File: src/rtl/sdram_power_defines.vh
`ifndef SDRAM_POWER_DEFINES_VH
`define SDRAM_POWER_DEFINES_VH
// Command codes {cs_n, ras_n, cas_n, we_n}
`define CMD_NOP 4'h7
`define CMD_ACTIVE 4'h3
`define CMD_READ 4'h5
`define CMD_WRITE 4'h4
`define CMD_BURST_STOP 4'h6
`define CMD_PRECHARGE 4'h2
`define CMD_REFRESH 4'h1
`define CMD_MODE_LOAD 4'h0
// Auto precharge flag and all-bank flag on address bit 10
`define AP_BIT 10
// Mode register field positions
`define MR_BL_LSB 0
`define MR_CL_LSB 4
// Mode register reset value: burst of 4, latency 3
`define MR_RESET 14'h0032
// Timings in cycles at 100 MHz
`define PRECHARGE_CYC 6'h03
`define REFRESH_CYC 6'h0b
`define MODE_LOAD_CYC 6'h02
`define WRITE_RECOVERY_CYC 6'h02
`define EXIT_CYC 6'h02
`define SELF_REFRESH_ENTRY_EXIT_CYC 6'h0c
`endif

File: src/rtl/bank_timer.v
`timescale 1ns/1ps
`default_nettype none
// Per-bank countdown; registered flag shows countdown finished
module bank_timer (
  input wire clk,
  input wire rst,
  input wire ce,
  input wire load,
  input wire [5:0] value,
  output reg done
);
  reg [5:0] count_q;
  // Count down while enabled
  always @(posedge clk or posedge rst) begin
    if (rst) begin
      count_q <= 6'h00;
      done <= 1'b1;
    end else if (ce) begin
      if (load) begin
        count_q <= value;
        done <= (value == 6'h00);
      end else if (count_q != 6'h00) begin
        count_q <= count_q - 6'h01;
        done <= (count_q == 6'h01);
      end
    end
  end
endmodule // bank_timer
`default_nettype wire

File: src/rtl/sdram_power_state.v
// Functional notes
// - Other banks take commands during auto precharge
// - Read auto precharge starts after burst
// - Write auto precharge starts after recovery
// - Both clock enables low hold low-power state
// - Falling enable with no-op enters power-down
// - Falling enable with burst-stop enters deep sleep
// - Falling enable with refresh enters self refresh
// - Rising enable with no-op exits state
// - Accept commands after full initialization
`timescale 1ns/1ps
`default_nettype none
`include "sdram_power_defines.vh"
module sdram_power_state (
  // Clock and reset
  input wire CLK,
  input wire RST,
  input wire CE,
  // Command pins from the controller
  input wire CKE,
  input wire CS_N,
  input wire RAS_N,
  input wire CAS_N,
  input wire WE_N,
  input wire [1:0] BA,
  input wire [13:0] ADDR,
  // State view
  output reg [2:0] POWER_STATE,
  output reg [3:0] BANK_OPEN,
  output reg [3:0] BANK_PRECHARGING,
  output reg INIT_DONE,
  output reg CMD_ACCEPTED,
  output reg CMD_ILLEGAL
);
  // Power states
  localparam ST_UNINIT = 3'h0;
  localparam ST_NORMAL = 3'h1;
  localparam ST_ACT_PD = 3'h2;
  localparam ST_PRE_PD = 3'h3;
  localparam ST_SELF_REF = 3'h4;
  localparam ST_DEEP = 3'h5;
  localparam ST_EXIT = 3'h6;
  reg [3:0] pins_m_q, pins_q;
  reg [1:0] ba_m_q, ba_q;
  reg [13:0] addr_m_q, addr_q;
  reg cke_m_q, cke_q, cke_prev_q;
  reg [2:0] state_q, state_d;
  reg [3:0] open_q;
  reg [3:0] ap_pend_q;
  reg [5:0] ap_cnt_q [0:3];
  reg [13:0] mode_q;
  reg [2:0] init_q;
  reg [5:0] busy_q;
  reg [5:0] exit_q;
  reg accepted_d, illegal_d;
  wire [3:0] tmr_load;
  wire [3:0] tmr_done;
  wire [3:0] cmd;
  wire [3:0] bank_sel;
  wire all_idle;
  wire cmd_nop;
  wire [5:0] half_burst;
  integer i;
  // Half the burst beats decoded from the mode field
  function [5:0] beats_half;
    input [2:0] code;
    begin
      case (code)
        3'h1: beats_half = 6'h01;
        3'h2: beats_half = 6'h02;
        3'h3: beats_half = 6'h04;
        3'h4: beats_half = 6'h08;
        default: beats_half = 6'h02;
      endcase
    end
  endfunction
  assign cmd = pins_q[3] ? `CMD_NOP : pins_q;
  assign cmd_nop = (cmd == `CMD_NOP);
  assign bank_sel = 4'h1 << ba_q;
  assign all_idle = (open_q == 4'h0) && (ap_pend_q == 4'h0) && (tmr_done == 4'hf);
  assign half_burst = beats_half(mode_q[`MR_BL_LSB+2:`MR_BL_LSB]);
  // Pins cross from the board: two flops before use
  always @(posedge CLK or posedge RST) begin
    if (RST) begin
      pins_m_q <= 4'hf;
      pins_q <= 4'hf;
      ba_m_q <= 2'h0;
      ba_q <= 2'h0;
      addr_m_q <= 14'h0000;
      addr_q <= 14'h0000;
      cke_m_q <= 1'b0;
      cke_q <= 1'b0;
      cke_prev_q <= 1'b0;
    end else if (CE) begin
      pins_m_q <= {CS_N, RAS_N, CAS_N, WE_N};
      pins_q <= pins_m_q;
      ba_m_q <= BA;
      ba_q <= ba_m_q;
      addr_m_q <= ADDR;
      addr_q <= addr_m_q;
      cke_m_q <= CKE;
      cke_q <= cke_m_q;
      cke_prev_q <= cke_q;
    end
  end
  // Clock-enable truth table
  always @* begin
    state_d = state_q;
    if (!cke_prev_q && !cke_q) begin
      state_d = state_q;
    end else if (!cke_prev_q && cke_q) begin
      if (cmd_nop) begin
        case (state_q)
          ST_ACT_PD: state_d = ST_EXIT;
          ST_PRE_PD: state_d = ST_EXIT;
          ST_SELF_REF: state_d = ST_EXIT;
          ST_DEEP: state_d = ST_UNINIT;
          default: state_d = state_q;
        endcase
      end
    end else if (cke_prev_q && !cke_q && (state_q == ST_NORMAL)) begin
      if (cmd_nop && !all_idle) begin
        state_d = ST_ACT_PD;
      end else if (cmd_nop) begin
        state_d = ST_PRE_PD;
      end else if (all_idle && cmd == `CMD_BURST_STOP) begin
        state_d = ST_DEEP;
      end else if (all_idle && cmd == `CMD_REFRESH) begin
        state_d = ST_SELF_REF;
      end
    end else if (state_q == ST_EXIT && exit_q == 6'h00) begin
      state_d = ST_NORMAL;
    end else if (state_q == ST_UNINIT && init_q == 3'h5 && busy_q == 6'h00) begin
      state_d = ST_NORMAL;
    end
  end
  // Command check in normal operation
  always @* begin
    accepted_d = 1'b0;
    illegal_d = 1'b0;
    if (cke_prev_q && cke_q && !cmd_nop && busy_q == 6'h00) begin
      if (state_q == ST_NORMAL) begin
        case (cmd)
          `CMD_REFRESH, `CMD_MODE_LOAD: illegal_d = !all_idle;
          `CMD_ACTIVE: illegal_d = (open_q & bank_sel) != 4'h0 || !(|(tmr_done & bank_sel));
          `CMD_READ, `CMD_WRITE: illegal_d = (open_q & bank_sel) == 4'h0;
          default: illegal_d = 1'b0;
        endcase
        accepted_d = !illegal_d;
      end else if (state_q == ST_UNINIT) begin
        accepted_d = 1'b1;
      end
    end
  end
  // Auto precharge start: burst end for reads, recovery end for writes
  genvar g;
  generate
    for (g = 0; g < 4; g = g + 1) begin : bank
      assign tmr_load[g] = (ap_pend_q[g] && ap_cnt_q[g] == 6'h00) ||
        (accepted_d && cmd == `CMD_PRECHARGE && (addr_q[`AP_BIT] || bank_sel[g]));
      bank_timer timer (
        .clk(CLK),
        .rst(RST),
        .ce(CE),
        .load(tmr_load[g]),
        .value(`PRECHARGE_CYC),
        .done(tmr_done[g])
      );
    end
  endgenerate
  // Bank, mode, init and exit bookkeeping
  always @(posedge CLK or posedge RST) begin
    if (RST) begin
      state_q <= ST_UNINIT;
      open_q <= 4'h0;
      ap_pend_q <= 4'h0;
      for (i = 0; i < 4; i = i + 1) ap_cnt_q[i] <= 6'h00;
      mode_q <= `MR_RESET;
      init_q <= 3'h0;
      busy_q <= 6'h00;
      exit_q <= 6'h00;
      POWER_STATE <= ST_UNINIT;
      BANK_OPEN <= 4'h0;
      BANK_PRECHARGING <= 4'h0;
      INIT_DONE <= 1'b0;
      CMD_ACCEPTED <= 1'b0;
      CMD_ILLEGAL <= 1'b0;
    end else if (CE) begin
      state_q <= state_d;
      if (busy_q != 6'h00) busy_q <= busy_q - 6'h01;
      if (exit_q != 6'h00) exit_q <= exit_q - 6'h01;
      if (state_d == ST_EXIT && state_q != ST_EXIT) begin
        exit_q <= (state_q == ST_SELF_REF) ? `SELF_REFRESH_ENTRY_EXIT_CYC : `EXIT_CYC;
      end
      // Deep sleep loses everything: init again
      if (state_d == ST_UNINIT && state_q == ST_DEEP) begin
        init_q <= 3'h0;
        mode_q <= `MR_RESET;
        open_q <= 4'h0;
      end
      for (i = 0; i < 4; i = i + 1) begin
        if (ap_pend_q[i]) begin
          if (ap_cnt_q[i] == 6'h00) begin
            ap_pend_q[i] <= 1'b0;
            open_q[i] <= 1'b0;
          end else begin
            ap_cnt_q[i] <= ap_cnt_q[i] - 6'h01;
          end
        end
      end
      if (accepted_d) begin
        case (cmd)
          `CMD_ACTIVE: open_q[ba_q] <= 1'b1;
          `CMD_PRECHARGE: begin
            open_q <= addr_q[`AP_BIT] ? 4'h0 : (open_q & ~bank_sel);
            busy_q <= addr_q[`AP_BIT] ? `PRECHARGE_CYC : 6'h00;
            if (state_q == ST_UNINIT && addr_q[`AP_BIT] && init_q == 3'h0) init_q <= 3'h1;
          end
          `CMD_REFRESH: begin
            busy_q <= `REFRESH_CYC;
            if (state_q == ST_UNINIT && (init_q == 3'h1 || init_q == 3'h2)) init_q <= init_q + 3'h1;
          end
          `CMD_MODE_LOAD: begin
            busy_q <= `MODE_LOAD_CYC;
            if (ba_q == 2'h0) mode_q <= addr_q;
            if (state_q == ST_UNINIT && (init_q == 3'h3 || init_q == 3'h4)) init_q <= init_q + 3'h1;
          end
          `CMD_READ: if (addr_q[`AP_BIT]) begin
            ap_pend_q[ba_q] <= 1'b1;
            ap_cnt_q[ba_q] <= half_burst - 6'h01;
          end
          `CMD_WRITE: if (addr_q[`AP_BIT]) begin
            ap_pend_q[ba_q] <= 1'b1;
            // Recovery counts from the last data beat, not from latency
            ap_cnt_q[ba_q] <= half_burst + `WRITE_RECOVERY_CYC;
          end
          default: ;
        endcase
      end
      POWER_STATE <= state_d;
      BANK_OPEN <= open_q;
      BANK_PRECHARGING <= ~tmr_done | ap_pend_q;
      INIT_DONE <= (state_d != ST_UNINIT) && (state_d != ST_DEEP);
      CMD_ACCEPTED <= accepted_d;
      CMD_ILLEGAL <= illegal_d;
    end
  end
endmodule // sdram_power_state
`default_nettype wire

File: config.mk
export PLATFORM = sky130hd
export DESIGN_NAME = sdram_power_state
export DESIGN_NICKNAME = d
export VERILOG_FILES = /design/src/rtl/bank_timer.v /design/src/rtl/sdram_power_state.v
export VERILOG_INCLUDE_DIRS = /design/src /design/src/rtl
export SDC_FILE = /design/constraint.sdc
export NUM_CORES = 1
export LEC_CHECK = 0
export BUFFER_PORTS_ARGS = -buffer_cell sky130_fd_sc_hd__buf_2
export CAP_MARGIN = 20
export CORE_MARGIN = 2
export CORE_UTILIZATION = 40
export DETAILED_ROUTE_END_ITERATION = 8
export MAX_ROUTING_LAYER = met4
export RECOVER_POWER = 50
export SETUP_SLACK_MARGIN = 0.15
export SLEW_MARGIN = 20
export SYNTH_ARGS = -nofsm -noshare
export SYNTH_HDL_FRONTEND = slang
export SYNTH_HIERARCHICAL = 1
export SYNTH_SLANG_ARGS = --single-unit
File: constraint.sdc
create_clock -name CLK -period 5.3 [get_ports CLK]
set_input_delay 1.06 -clock CLK [delete_from_list [all_inputs] [get_ports CLK]]
set_output_delay 1.06 -clock CLK [all_outputs]
set_load 0.005 [all_outputs]
==> flow_summary.ini <==
[outcome]
run_status = complete, but fails checks
violated_checks = max-capacitance violations, max-slew violations

[cells_and_area]
multiInputGateArea_um2 = 4250
final_layout_net_count = 924
regArea_um2 = 2890
share_of_post_route_cells_with_drive_strength_above_1_pct = 16.7
fin_cells = 1116
antenna-diode-count = 0
number_of_filler_cells_placed_in_the_layout = 1720
area.growth.synth_to_final_pct = 14.3

[grt]
track_usage_pct = 19.7
initial_antenna_violation_count = 0
grt_first_pass_wirelength_um = 30200
maximum_number_of_pins_on_one_net_before_global_route_repair = 73
grt_pass1_vias = 5927
grt_overflow = 0

[timing]
fin_skew_ps = 15.7
finalHoldViolations = 0
rsz_0062_raised_after_global_routing = no
setup-violations-final = 0
final-max-slew-violation-count = 45
slew_headroom_pct = -31.6
final_critical_delay_including_setup_and_external_delays_ps = 4120
final.period_utilization_pct = 77.7
fmaxAchievable_mhz = 243
max_slew.worst_pin.slew_ps = 1960
timing.setup.tns_ps = 0

[route]
count_of_tritonroute_iterations_in_the_first_routing_pass = 5
wl_met3_um = 865
wl_met2_um = 8080
maxUsedRoutingLayer = met4
wl_met1_um = 8660
dr_total_vias = 6311
drt_iter0_drc = 433
wirelength_um = 17900
avgRoutedWirePerCell_um = 16.1
vias_per_cell = 5.66
drt_drc_violations_left = 0
postRouteAntennaNets = 0

[setup_path]
path_max_fanout = 13
end_kind = flip-flop
path_class = reg2reg
kind_of_launch_point_of_the_worst_setup_path = flip-flop
setup.reg_to_reg.worst_slack_ps = 1180
worst_ep_arrival_time_ps = 4490
critPathRequiredTime_ps = 5670

[cts]
holdBufCountCts = 0
post_cts_buffers = 0
cts.reportedPaths.clkPinSlew_ps = 70
clock_sink_count = 115
cts_resized = 0
cts_tree = built
cts_inserted_buffers = 17
ctsHtreeMaxLevel = 4
clk-insertion-delay-late_ps = 440
max-clock-path-buffers = 2
cts_root_buf = sky130_fd_sc_hd__clkbuf_16

[logic_synthesis]
netlist.area_leader.share_pct = 34.8
synthFlopType = sky130_fd_sc_hd__dfrtp_1
yosys_register_bits = 115
synth_area_um2 = 7340
synth_top_cells_by_area = sky130_fd_sc_hd__dfrtp_1 (35%), sky130_fd_sc_hd__dfstp_2 (4.7%), sky130_fd_sc_hd__ha_1 (4.4%)
syn-instance-count = 812
synth_top_area_cell = sky130_fd_sc_hd__dfrtp_1
netlist-cell-type-count = 81
synth.most_common_cell = sky130_fd_sc_hd__dfrtp_1
yosysWarningCount = 6
number_of_enable_flip_flop_cells_after_synthesis = 0
syn-mean-instance-area_um2 = 9.04
synth.yosys.seq_area_share_pct = 39.4
yosys-top-cells-count = sky130_fd_sc_hd__dfrtp_1 (102), sky130_fd_sc_hd__o21ai_0 (63), sky130_fd_sc_hd__inv_1 (54), sky130_fd_sc_hd__nand2_1 (54), sky130_fd_sc_hd__nor2_1 (50)
synthArstFlopShare_pct = 100

[pwr]
power_switching_w = 0.00147
power.density_cell_area_nw_per_um2 = 455
power.combinational.fraction_pct = 31.4
power.share.switching_pct = 38.6
power_frac_clock_pct = 28.5
seq_power_share_pct = 40.2
leakage_nw = 3.47
power.ir.vdd_worst_v = 0.000255
internal_power_w = 0.00234

[placement]
hpwlAfterDp_um = 12500
dp_cells = 1084
finalWeightedCongestion = 0.850
port-buffer-count = 27

[floorplanning]
die_x_um = 139
die_height_um = 139
initial_utilization_pct = 40.9
core_um2 = 18000
core.rowCount = 49
top_level_ports = 38
fp.dieArea_um2 = 19500

[run]
number_of_max_cap_violations = 1

[hold_path]
hold_class = reg2reg
path summary, 6_finish.rpt:
check / endpoint / cells past startpoint / start
worst max-delay path: bank[2].timer/count_q[0] / 10 / bank[1].timer/done
max in group asynchronous: pins_q[2] / 3 / RST
worst max register to register: bank[2].timer/count_q[0] / 10 / bank[1].timer/done
worst min register to register: mode_q[0] / 1 / addr_q[0]
min in group asynchronous: bank[2].timer/count_q[0] / 2 / RST
worst min-delay path: mode_q[0] / 1 / addr_q[0]
critical path, cell delays in order, from the launching register on:
cell and delay, ps:
sky130_fd_sc_hd__dfstp_2 560, sky130_fd_sc_hd__nor4bb_1 530, sky130_fd_sc_hd__nand3_1 270, sky130_fd_sc_hd__o211a_1 480
sky130_fd_sc_hd__nor3_2 540, sky130_fd_sc_hd__nand2_1 310, sky130_fd_sc_hd__o21ai_0 500, sky130_fd_sc_hd__nor3_2 140
sky130_fd_sc_hd__a31o_4 290, sky130_fd_sc_hd__or3_1 360, sky130_fd_sc_hd__o21ai_2 60
metrics by stage:
stage          utilization (%)  area (um^2)  hold WS, ps  setup slack [ps]  total power (W)
3_3_place_gp              43.6         7840          476              1300          0.00271
5_1_grt                   46.7         8390          516               986          0.00410
3_5_place_dp              43.6         7840          478              1250          0.00274
2_1_floorplan                -         7510          449              1950          0.00242
4_1_cts                   46.7         8390          495              1260          0.00384
6_report                  46.7         8390          491              1180          0.00382
cell type report:
class                           instances  share of cell area (%)
Clock buffer                           18                    5.12
Clock inverter                         14                    1.46
Inverter                               54                    2.43
Multi-Input combinational cell        650                    50.6
Sequential cell                       115                    34.5
Tap cell                              229                    3.42
Timing Repair Buffer                   36                    2.43
flip-flops by register name, indices dropped and copies added (netlist names), 6 cells and up:
name	cells
exit_q	6
bank.timer/count_q	24
ap_cnt_q	24
busy_q	6
power by group through the flow:
stage | Clock, W | Sequential (W) | Combinational [W]
floorplan | 0 | 0.00141 | 0.00101
global placement | 0 | 0.00154 | 0.00118
detailed placement | 0 | 0.00154 | 0.00120
CTS | 0.00111 | 0.00153 | 0.00120
global route | 0.00114 | 0.00158 | 0.00137
finish | 0.00109 | 0.00153 | 0.00120
cell families after synthesis:
family | count (synthesis) | share of synthesized area [%]
other | 2 | 0.102
flip-flops | 115 | 39.4
AND/OR/NAND/NOR | 296 | 22.6
multiplexers | 35 | 5.40
XOR/XNOR | 5 | 0.597
buffers and inverters | 93 | 5.04
AO/OA/AOI/OAI | 240 | 22.4
adder cells (fa/ha/maj) | 26 | 4.43
layer usage:
metal	GRT usage, %	vias up
li1	-	3122
met1	26.9	3017
met2	28.6	145
met3	4.61	27
met4	7.02	0
met5	-	-
cell usage in the layout (no fill, tap or decap), types with 8 or more instances in the layout:
master	n
sky130_fd_sc_hd__a21oi_1	39
sky130_fd_sc_hd__nor2b_1	13
sky130_fd_sc_hd__and3_1	14
sky130_fd_sc_hd__buf_2	25
sky130_fd_sc_hd__dfstp_2	13
sky130_fd_sc_hd__conb_1	48
sky130_fd_sc_hd__a22oi_1	9
sky130_fd_sc_hd__ha_1	26
sky130_fd_sc_hd__o31ai_1	9
sky130_fd_sc_hd__a32oi_1	9
sky130_fd_sc_hd__o21ai_0	63
sky130_fd_sc_hd__nand2b_1	10
sky130_fd_sc_hd__dfrtp_1	102
sky130_fd_sc_hd__inv_1	53
sky130_fd_sc_hd__a31oi_1	22
sky130_fd_sc_hd__mux2_2	27
sky130_fd_sc_hd__nor4_1	18
sky130_fd_sc_hd__nand3_1	21
sky130_fd_sc_hd__nor3_1	33
sky130_fd_sc_hd__o211ai_1	8
sky130_fd_sc_hd__clkbuf_16	17
sky130_fd_sc_hd__nor2_1	50
sky130_fd_sc_hd__o22ai_1	9
sky130_fd_sc_hd__or3_1	14
sky130_fd_sc_hd__nand4_1	13
sky130_fd_sc_hd__buf_4	10
sky130_fd_sc_hd__nand2_1	54
Power figures use the tool's default switching activity.
